## config.mk

```make
export PLATFORM = sky130hd
export DESIGN_NAME = rlt_timer
export DESIGN_NICKNAME = d
export VERILOG_FILES = /design/src/rlt_pkg.sv /design/src/rlt_ext_div.sv /design/src/rlt_timer.sv
export SDC_FILE = /design/constraint.sdc
export NUM_CORES = 1
export LEC_CHECK = 0
export BUFFER_PORTS_ARGS = -buffer_cell sky130_fd_sc_hd__buf_2
export CAP_MARGIN = 20
export CELL_PAD_IN_SITES_DETAIL_PLACEMENT = 0
export CELL_PAD_IN_SITES_GLOBAL_PLACEMENT = 1
export CORE_ASPECT_RATIO = 1.2
export CORE_UTILIZATION = 44
export CTS_CLUSTER_SIZE = 8
export DETAILED_ROUTE_END_ITERATION = 10
export PLACE_DENSITY = 0.92
export SLEW_MARGIN = 20
export SYNTH_ARGS = -nofsm -noshare
export SYNTH_HDL_FRONTEND = slang
export SYNTH_SLANG_ARGS = --single-unit
```

## constraint.sdc

```tcl
create_clock -name clk -period 3.8 [get_ports clk]
set_clock_uncertainty 0.15 [all_clocks]
set_input_delay 0.76 -clock clk [delete_from_list [all_inputs] [get_ports clk]]
set_output_delay 0.76 -clock clk [all_outputs]
set_load 0.005 [all_outputs]
```

## src/rlt_pkg.sv

```systemverilog
// Constants for the reload timer with oscillator capture: register offsets,
// control bit positions, reset values and clock divider counts.
// Assumes a 40 MHz system clock and an APB master with 32-bit data.
//
// Functional notes
// RULE1: Sixteen-bit count from two bytes, split selectable.
// RULE2: Clock from sysclk, sysclk/12, or synchronised external/8.
// RULE3: Sixteen-bit wrap loads reload pair, sets high flag; while capture enable is set the code loads zero instead.
// RULE4: Sixteen-bit mode interrupts on every overflow.
// RULE5: Low-byte wrap interrupts when low enable set.
// RULE6: Split mode: each byte reloads from own reload.
// RULE7: Split mode: run gates high byte only.
// RULE8: Split byte clock from own select and external select.
// RULE9: Split mode: each byte wrap sets its flag.
// RULE10: Split interrupts on high, or either with enable.
// RULE11: Overflow flags cleared only by software.
// RULE12: Handler reads both flags to find source.
// RULE13: Capture mode counts sysclk or sysclk/12.
// RULE14: Capture copies count to reloads, sets high flag.
// RULE15: Capture on each falling edge of external/8.
// RULE16: Software keeps sixteen-bit mode while capturing.
// RULE17: Software picks fast count clock, differences captures.
// RULE18: Capture active only while capture enable set.
// RULE19: Low flag set on every low wrap, any mode.
// RULE20: Run gates whole sixteen-bit counter; bytes reset zero.
`default_nettype none

package rlt_pkg;

    // Register byte addresses
    localparam logic [7:0] OFF_CTRL   = 8'h00;
    localparam logic [7:0] OFF_CLKCTL = 8'h04;
    localparam logic [7:0] OFF_RLDLO  = 8'h08;
    localparam logic [7:0] OFF_RLDHI  = 8'h0C;
    localparam logic [7:0] OFF_CNTLO  = 8'h10;
    localparam logic [7:0] OFF_CNTHI  = 8'h14;

    // timer_control_register bit positions
    localparam int BIT_HIGH_FLAG = 7;
    localparam int BIT_LOW_FLAG  = 6;
    localparam int BIT_LOW_IRQEN = 5;
    localparam int BIT_CAPT_EN   = 4;
    localparam int BIT_SPLIT     = 3;
    localparam int BIT_RUN       = 2;
    localparam int BIT_EXT_CLK   = 0;

    // clock_control_register bit positions
    localparam int BIT_LOW_CLKSEL  = 0;
    localparam int BIT_HIGH_CLKSEL = 1;
    localparam int BIT_TIMER_IRQEN = 2;

    // Reset values
    localparam logic [7:0] RST_BYTE = 8'h00;

    // Divider counts
    localparam logic [3:0] DIV12_LAST = 4'hB;
    localparam logic [2:0] EXT8_LAST  = 3'h7;

    // Wrap values
    localparam logic [7:0]  BYTE_MAX = 8'hFF;
    localparam logic [15:0] WORD_MAX = 16'hFFFF;

endpackage

`default_nettype wire

```

## src/rlt_ext_div.sv

```systemverilog
// External oscillator synchroniser and divide-by-8.
// Assumes extOsc is asynchronous to clk and well below clk/2.
`default_nettype none

module rlt_ext_div (
    input  wire logic clk,
    input  wire logic rst_n,
    input  wire logic extOsc,
    output logic      extTick
);
    import rlt_pkg::*;

    logic       sync1_q;
    logic       sync2_q;
    logic       sync3_q;
    logic [2:0] divCnt_q;

    ////////////////////////////////////////////////////////////////////////
    // Two-flop synchroniser plus a delayed copy for edge detection
    always_ff @(posedge clk) begin
        if (!rst_n) begin
            sync1_q <= 1'b0;
            sync2_q <= 1'b0;
            sync3_q <= 1'b0;
        end else begin
            sync1_q <= extOsc;
            sync2_q <= sync1_q;
            sync3_q <= sync2_q;
        end
    end

    ////////////////////////////////////////////////////////////////////////
    // RULE15 falling edge of /8
    // Divided level is divCnt_q[2]; it falls when the count wraps 7 to 0
    always_ff @(posedge clk) begin
        if (!rst_n) begin
            divCnt_q <= 3'h0;
        end else if (sync2_q && !sync3_q) begin
            divCnt_q <= divCnt_q + 3'h1;
        end
    end

    assign extTick = sync2_q && !sync3_q && (divCnt_q == EXT8_LAST);

endmodule

`default_nettype wire

```

## src/rlt_timer.sv

```systemverilog
// Reload timer with oscillator capture, APB register slave.
// Assumes an APB master on clk; extOsc is an asynchronous pin.
//
// Design decisions made here: the address map and the APB register port.
`default_nettype none

module rlt_timer (
    input  wire logic        clk,
    input  wire logic        rst_n,
    input  wire logic        psel,
    input  wire logic        penable,
    input  wire logic        pwrite,
    input  wire logic [7:0]  paddr,
    input  wire logic [31:0] pwdata,
    output logic [31:0]      prdata,
    output logic             pready,
    output logic             pslverr,
    input  wire logic        extOsc,
    output logic             timerIrq
);
    import rlt_pkg::*;

    logic [7:0] ctrl_q;
    logic [2:0] clkCtl_q;
    logic [7:0] rldLo_q;
    logic [7:0] rldHi_q;
    logic [7:0] cntLo_q;
    logic [7:0] cntHi_q;
    logic [7:0] cntLo_d;
    logic [7:0] cntHi_d;
    logic [3:0] div12Cnt_q;
    logic [31:0] rdata_q;
    logic       div12Tick;
    logic       extTick;
    logic       split;
    logic       run;
    logic       captEn;
    logic       extSel;
    logic       lowTick;
    logic       highTick;
    logic       wordTick;
    logic       wordWrap;
    logic       lowWrap;
    logic       highWrap;
    logic       capture;
    logic       access;
    logic       wrCtrl;
    logic       wrClk;
    logic       wrRldLo;
    logic       wrRldHi;
    logic       wrCntLo;
    logic       wrCntHi;
    logic       mapped;
    logic [7:0] rdByte;

    assign split  = ctrl_q[BIT_SPLIT];
    assign run    = ctrl_q[BIT_RUN];
    assign captEn = ctrl_q[BIT_CAPT_EN];
    assign extSel = ctrl_q[BIT_EXT_CLK];

    ////////////////////////////////////////////////////////////////////////
    // RULE2 sysclk/12 prescaler
    always_ff @(posedge clk) begin
        if (!rst_n) begin
            div12Cnt_q <= 4'h0;
        end else if (div12Cnt_q == DIV12_LAST) begin
            div12Cnt_q <= 4'h0;
        end else begin
            div12Cnt_q <= div12Cnt_q + 4'h1;
        end
    end

    assign div12Tick = (div12Cnt_q == DIV12_LAST);

    // RULE2 synchronised external /8
    rlt_ext_div u_extDiv (
        .clk     (clk),
        .rst_n   (rst_n),
        .extOsc  (extOsc),
        .extTick (extTick)
    );

    ////////////////////////////////////////////////////////////////////////
    // RULE8 per-byte clock choice
    // Select bit set means every sysclk edge counts
    assign lowTick  = clkCtl_q[BIT_LOW_CLKSEL]  ? 1'b1 : (extSel ? extTick : div12Tick);
    assign highTick = clkCtl_q[BIT_HIGH_CLKSEL] ? 1'b1 : (extSel ? extTick : div12Tick);

    // RULE13 capture clock
    // External clock is the thing measured, so it cannot also count
    assign wordTick = captEn ? (clkCtl_q[BIT_LOW_CLKSEL] ? 1'b1 : div12Tick) : lowTick;

    // RULE20 run gates word counter
    assign wordWrap = !split && run && wordTick && ({cntHi_q, cntLo_q} == WORD_MAX);

    // RULE19 low wrap in either mode
    assign lowWrap  = (split ? lowTick : (run && wordTick)) && (cntLo_q == BYTE_MAX);
    assign highWrap = split ? (run && highTick && cntHi_q == BYTE_MAX) : wordWrap;

    // RULE15 RULE18 capture event
    assign capture  = captEn && extTick;

    ////////////////////////////////////////////////////////////////////////
    // APB decode: zero wait states, write at the access edge
    assign access  = psel && penable;
    assign wrCtrl  = access && pwrite && paddr == OFF_CTRL;
    assign wrClk   = access && pwrite && paddr == OFF_CLKCTL;
    assign wrRldLo = access && pwrite && paddr == OFF_RLDLO;
    assign wrRldHi = access && pwrite && paddr == OFF_RLDHI;
    assign wrCntLo = access && pwrite && paddr == OFF_CNTLO;
    assign wrCntHi = access && pwrite && paddr == OFF_CNTHI;
    assign mapped  = paddr == OFF_CTRL || paddr == OFF_CLKCTL || paddr == OFF_RLDLO
                  || paddr == OFF_RLDHI || paddr == OFF_CNTLO || paddr == OFF_CNTHI;
    assign pready  = 1'b1;
    assign pslverr = access && !mapped;
    assign prdata  = rdata_q;

    // Read mux; bit 1 of the control register always reads zero
    always_comb begin
        case (paddr)
            OFF_CTRL:   rdByte = ctrl_q & 8'hFD;
            OFF_CLKCTL: rdByte = {5'h00, clkCtl_q};
            OFF_RLDLO:  rdByte = rldLo_q;
            OFF_RLDHI:  rdByte = rldHi_q;
            OFF_CNTLO:  rdByte = cntLo_q;
            OFF_CNTHI:  rdByte = cntHi_q;
            default:    rdByte = 8'h00;
        endcase
    end

    // Read data sampled in the setup cycle, so it is a flop in the access cycle
    always_ff @(posedge clk) begin
        if (!rst_n) begin
            rdata_q <= 32'h0000_0000;
        end else if (psel && !penable && !pwrite) begin
            rdata_q <= {24'h00_0000, rdByte};
        end
    end

    ////////////////////////////////////////////////////////////////////////
    // Control register; flags are set by hardware, cleared by software
    always_ff @(posedge clk) begin
        if (!rst_n) begin
            ctrl_q <= RST_BYTE;
        end else begin
            if (wrCtrl) begin
                ctrl_q <= pwdata[7:0] & 8'hFD;
            end
            // RULE11 set beats clear
            if (highWrap || capture) begin
                ctrl_q[BIT_HIGH_FLAG] <= 1'b1;
            end
            // RULE9 low flag set
            if (lowWrap) begin
                ctrl_q[BIT_LOW_FLAG] <= 1'b1;
            end
        end
    end

    // Clock selects and timer interrupt enable
    always_ff @(posedge clk) begin
        if (!rst_n) begin
            clkCtl_q <= 3'h0;
        end else if (wrClk) begin
            clkCtl_q <= pwdata[2:0];
        end
    end

    ////////////////////////////////////////////////////////////////////////
    // RULE14 capture into reloads
    // Capture wins over a software write in the same cycle
    always_ff @(posedge clk) begin
        if (!rst_n) begin
            rldLo_q <= RST_BYTE;
            rldHi_q <= RST_BYTE;
        end else if (capture) begin
            rldLo_q <= cntLo_q;
            rldHi_q <= cntHi_q;
        end else begin
            if (wrRldLo) begin
                rldLo_q <= pwdata[7:0];
            end
            if (wrRldHi) begin
                rldHi_q <= pwdata[7:0];
            end
        end
    end

    ////////////////////////////////////////////////////////////////////////
    // RULE1 count next value
    always_comb begin
        cntLo_d = cntLo_q;
        cntHi_d = cntHi_q;
        if (split) begin
            // RULE6 RULE7 independent bytes
            if (lowTick) begin
                cntLo_d = lowWrap ? rldLo_q : cntLo_q + 8'h01;
            end
            if (run && highTick) begin
                cntHi_d = highWrap ? rldHi_q : cntHi_q + 8'h01;
            end
        end else if (run && wordTick) begin
            // RULE3 RULE18 word reload, none while capturing
            if (wordWrap) begin
                cntLo_d = captEn ? 8'h00 : rldLo_q;
                cntHi_d = captEn ? 8'h00 : rldHi_q;
            end else begin
                {cntHi_d, cntLo_d} = {cntHi_q, cntLo_q} + 16'h0001;
            end
        end
        if (wrCntLo) begin
            cntLo_d = pwdata[7:0];
        end
        if (wrCntHi) begin
            cntHi_d = pwdata[7:0];
        end
    end

    // RULE20 count bytes reset zero
    always_ff @(posedge clk) begin
        if (!rst_n) begin
            cntLo_q <= RST_BYTE;
            cntHi_q <= RST_BYTE;
        end else begin
            cntLo_q <= cntLo_d;
            cntHi_q <= cntHi_d;
        end
    end

    ////////////////////////////////////////////////////////////////////////
    // RULE4 RULE5 RULE10 interrupt level
    // Level follows the flags and enables, so it drops only when software clears a flag or an enable
    assign timerIrq = clkCtl_q[BIT_TIMER_IRQEN] && (ctrl_q[BIT_HIGH_FLAG]
                   || (ctrl_q[BIT_LOW_IRQEN] && ctrl_q[BIT_LOW_FLAG]));
endmodule

`default_nettype wire

```

### After elaboration in Yosys (flattened, before gate mapping)

Index checks and enable logic that the tools add are counted.

* bits in registers: 60
* bits in latches: 0
* ROM bits: 0
* output and inout port bits: 35
* bits in writable memories: 0
* bits of input ports: 46
* logic and storage cells: 106
* memories kept: 0

* muxes and demuxes: 29
* bitwise operators: 1
* multipliers: 0
* $lt $le $gt $ge: 0
* add/sub/neg operators: 5
* div/mod/pow operators: 0
* eq/ne operators: 12
* reduce and logical (&&, ||, !) cells: 45
* shift operators: 0

Operators by type and width (number)
* two-way mux 8 bit: 19
* one-hot mux 8 bit (6 select lines): 1
* logical AND 1 bit: 23
* adder 16 x 1 -> 16 bit (second input constant): 1
* adder 8 x 1 -> 8 bit (second input constant): 2
* equality test 16 bit (second input constant): 1
* equality test 8 x 4 -> 1 bit (second input constant): 2
* equality test 8 x 5 -> 1 bit (second input constant): 2
* equality test 8 bit (second input constant): 2
* two-way mux 1 bit: 9
* equality test 8 x 3 -> 1 bit (second input constant): 1
* zero test 8 bit: 1
* nonzero test 2 bit: 4
* logical OR 1 bit: 7
* != test 3 x 1 -> 1 bit (second input constant): 2
* nonzero test 3 bit: 2
* zero test 1 bit: 5
* adder 4 x 1 -> 4 bit (second input constant): 1
* equality test 4 bit (second input constant): 1
* AND reduction 2 bit: 2
* adder 3 x 1 -> 3 bit (second input constant): 1
* equality test 3 bit (second input constant): 1
* OR reduction 2 bit: 1
* inverter 1 bit: 1

### Logic depth before layout (Yosys ltp)

* depth after elaboration: 13
* gate-level depth with buffers: 9
* gate-level depth less buffers: 8

### Modules after synthesis

Synthesis repeated with hierarchy kept, for this count alone.

* cell total of the unflattened synthesis: 476
* area total of the unflattened synthesis: 3952.5 um^2

Modules (own cells, without submodules)
* rlt_timer: times used 1, cells each 454, area an instance 3713.6 um^2
* rlt_ext_div: times used 1, cells each 22, area an instance 239.0 um^2

### Worst setup path before layout

No wires, ideal clock.

* path kind: input-to-output
* start point: input paddr[5]
* end point: output pslverr
* arrival: 1571 ps
* data required time: 2890 ps
* slack: 1319 ps
* cell stages on the path: 4
* path through: nor3_2 > nand2_1 > a21o_1 > and3_1

* word-level cells in the longest chain between the ends: 8
* elaborated cells on any way between the ends: 13

RTL lines
* from (decl): line rlt_timer.sv:13 `input wire logic [7:0] paddr,`
* equality test 8 x 3 -> 1 bit or zero test 8 bit (tied branches): line rlt_timer.sv:112 `assign mapped = paddr == OFF_CTRL || paddr == OFF_CLKCTL || paddr == OFF_RLDLO`
* logical OR 1 bit (2 in series): line rlt_timer.sv:112
* logical OR 1 bit (2 in series): line rlt_timer.sv:113 `|| paddr == OFF_RLDHI || paddr == OFF_CNTLO || paddr == OFF_CNTHI;`
* logical OR 1 bit (*): line rlt_timer.sv:113
* zero test 1 bit (*): line rlt_timer.sv:115 `assign pslverr = access && !mapped;`
* logical AND 1 bit (*): line rlt_timer.sv:115
* to (decl): line rlt_timer.sv:17 `output logic pslverr,`

Mark *: on every way between the ends. The rest lies on a longest branch, timed or not.

### Worst setup path after layout

Same ends and word-level chain as after synthesis.

==> summary.md <==
| Metric | Value |
|---|---|
| Run status | `completed` |
| Register area | `1201 um^2` |
| Synth cell count leaders | `dfxtp_1 (60), nand2_1 (58), nor2_1 (47), nand3_1 (32), clkbuf_1 (28)` |
| CTS tree | `built` |
| Clock Tree Buf Depth | `2` |
| DP Wirelength | `9217 um` |
| DRT Pass-1 Iters | `5` |
| Placed Cells | `642` |
| Slew HR | `0.4542` |
| Setup slack, reg-to-reg | `1090 ps` |
| Final Setup Violations | `0` |
| Initial antenna violation count | `0` |
| Worst-margin pin slew | `813.2 ps` |
| Area leader, netlist | `dfxtp_1` |
| WP depth | `6` |
| Met2 Routed Length | `6045 um` |
| Pin count of the biggest net entering global routing | `34` |
| Clk pin slew, worst setup/hold paths | `70 ps` |
| Via count | `4084` |
| Final min period | `2856 ps` |
| CP endpoint kind | `output pin` |
| Vias in the first global route | `3805` |
| WL met3 | `1049 um` |
| Seq/Total Area, Yosys | `0.2933` |
| Layout area overhead | `8.249%` |
| Area taken by multi-input logic gates | `2606 um^2` |
| H-tree Lvls | `3` |
| Crit share post-route | `0.7517` |
| Setup ws final | `943.7 ps` |
| Asr flop ratio synth | `0` |
| Final hold violation count | `0` |
| Mean post-synth cell area | `7.800 um^2` |
| Root Driver | `clkbuf_8` |
| Synth warn | `0` |
| FP Rows | `38` |
| Hold Path Depth | `1` |
| Kind of critical path | `in -> out` |
| Clock Sinks | `60` |
| Post-Route M1 WL | `5024 um` |
| Initial core utilization | `0.4533` |
| Final Non-Filler Cells | `659` |
| Gp weighted congestion | `0.9563` |
| Most area-consuming cells after synthesis | `dfxtp_1 (29%), nand2_1 (5.3%), mux2i_1 (4.6%)` |
| Max frequency | `350.1 MHz` |
| Worst VDD drop | `0.2663 mV` |
| R2R depth | `8` |
| IO buf count | `31` |
| Total negative slack | `0 ps` |
| Initial drt markers | `395` |
| Total power | `1.396 mW` |
| Overall Global Routing Usage | `0.2724` |
| Pwr dens | `314.9 nW/um^2` |
| Unique masters post-synth | `72` |
| Crit path from | `paddr[5]` |
| Worst path buffer plus inverter count | `2` |
| Count leader, synth | `dfxtp_1` |
| Fill cells | `914` |
| Die ar. | `9699 um^2` |
| Post_cts resized | `0` |
| CTS Hold Bufs | `0` |
| Gate Count Post-Synth | `525` |
| Core outline area | `9034 um^2` |
| Hold_sp | `u_extDiv.sync1_q` |
| Worst EP required | `2890 ps` |
| Seq cells post-synth | `60` |
| Antenna Nets Post-Route | `0` |
| LEAKAGE | `1.616 nW` |
| Residual DRC | `0` |
| Crit path launch type | `primary input` |
| Final slew viol count | `0` |
| Top Metal Used | `met4` |
| Crit path DAT | `1950 ps` |
| Wire length of the first global-routing pass | `20130 um` |
| EDFF count, synth | `0` |
| Die Wd | `90.07 um` |
| Predominant post-synthesis flop cell | `dfxtp_1` |
| Clk Latency, worst-skew pair | `360 ps` |
| DR WL/cell | `19.53 um` |
| Final hold slack | `292.0 ps` |
| I/O pin count | `81` |
| CTS Buf Count | `9` |
| Placement Setup Slack | `950.1 ps` |
| CP peak stage delay | `330 ps` |
| Min-delay worst type | `reg -> reg` |
| Gr ovfl total | `0` |
| CP dominant cell by count | `buf_2` |
| Layout cell share with drive strength beyond 1 | `0.1299` |
| Routed vias/inst | `6.197` |
| Top cell type's share of synthesized area | `0.2933` |
| Routed WL | `12870 um` |
| Top delay family on crit path | `simple AND/OR/NAND/NOR gates` |
| Setup Fix Bufs, Post-CTS | `0` |
| Unrepaired setup endpoints after global routing | `false` |
| ANT cells | `0` |
| Final #Nets | `585` |
| Crit path max fanout | `6` |
| Synthesized area | `4095 um^2` |
| Reg-to-reg startpoint | `u_extDiv.divCnt_q[0]` |
| Height of the die | `107.7 um` |
| CP max-delay cell | `nor3_2` |
| Max-Cap Viols | `0` |
| Worst-path cell chain | `buf_2 -> nor3_2 -> nand2_1 -> a21o_1 -> and3_1 -> buf_2` |
path summary, 6_finish.rpt:
check                                   endpoint
worst max-delay path                     pslverr
worst min-delay path            u_extDiv.sync2_q
worst max register to register        cntLo_q[2]
worst min register to register  u_extDiv.sync2_q
logic make-up after synthesis:
logic type	count (synthesis)	share of synthesized area
and+or+nand+nor	222	0.2774
muxes	23	0.05744
DFF	60	0.2933
xor gates and xnor gates	18	0.03850
adders and majority gates	5	0.01528
AOI/OAI and AO/OA	125	0.2249
buffers and inverters	70	0.09135
other	2	0.001834
layer usage:
| layer | up-vias | global-route usage |
|---|---|---|
| li1 | 1892 | - |
| met3 | 49 | 0.05367 |
| met4 | 0 | 0.1878 |
| met5 | - | 0 |
| met1 | 1897 | 0.3228 |
| met2 | 246 | 0.4444 |
layout by cell type (no fill, tap or decap), drive strengths merged, types with 7 or more instances in the layout:
cell type,synthesis,routed
a211oi,8,8
a21o,7,7
a21oi,20,20
a311oi,16,16
and2,7,7
buf,35,38
clkbuf,28,11
conb,2,25
dfxtp,60,60
mux2i,19,19
nand2,58,58
nand3,32,32
nand4,7,7
nor2,49,49
nor3,25,25
o21ai,18,18
or3,9,9
xnor2,12,12
metrics by stage:
| stage | util | area, um^2 |
|---|---|---|
| finish | 0.4907 | 4433 |
| global route | 0.4907 | 4433 |
| CTS | 0.4891 | 4418 |
| detailed placement | 0.4632 | 4184 |
| global placement | 0.4632 | 4184 |
| floorplan | - | 4182 |
power by group:
part	total (mW)	internal (mW)	switching [mW]
clock	0.684	0.407	0.277
sequential	0.637	0.633	0.00358
combinational	0.0751	0.0222	0.0529
sequential cells by signal, indices dropped and copies added (netlist names):
signal,flops
cntHi_q,8
cntLo_q,8
prdata,8
rldHi_q,8
rldLo_q,8
ctrl_q,7
div12Cnt_q,4
clkCtl_q,3
u_extDiv.divCnt_q,3
u_extDiv.sync1_q,1
u_extDiv.sync2_q,1
u_extDiv.sync3_q,1
worst register-to-register path, delay by kind of cell (launching register included):
kind | cells | cell delay [ps]
adders and majority gates | 2 | 380
AOI/OAI and AO/OA | 4 | 1000
DFF | 1 | 330
and+or+nand+nor | 2 | 730
cell type report:
type	instances	area share
Sequential cell	60	0.2710
Timing Repair Buffer	38	0.04855
Multi-Input combinational cell	418	0.5879
Clock buffer	11	0.03415
Inverter	7	0.005927
Tap cell	120	0.03387
Clock inverter	5	0.01863
(Power assumes the default switching activity.)
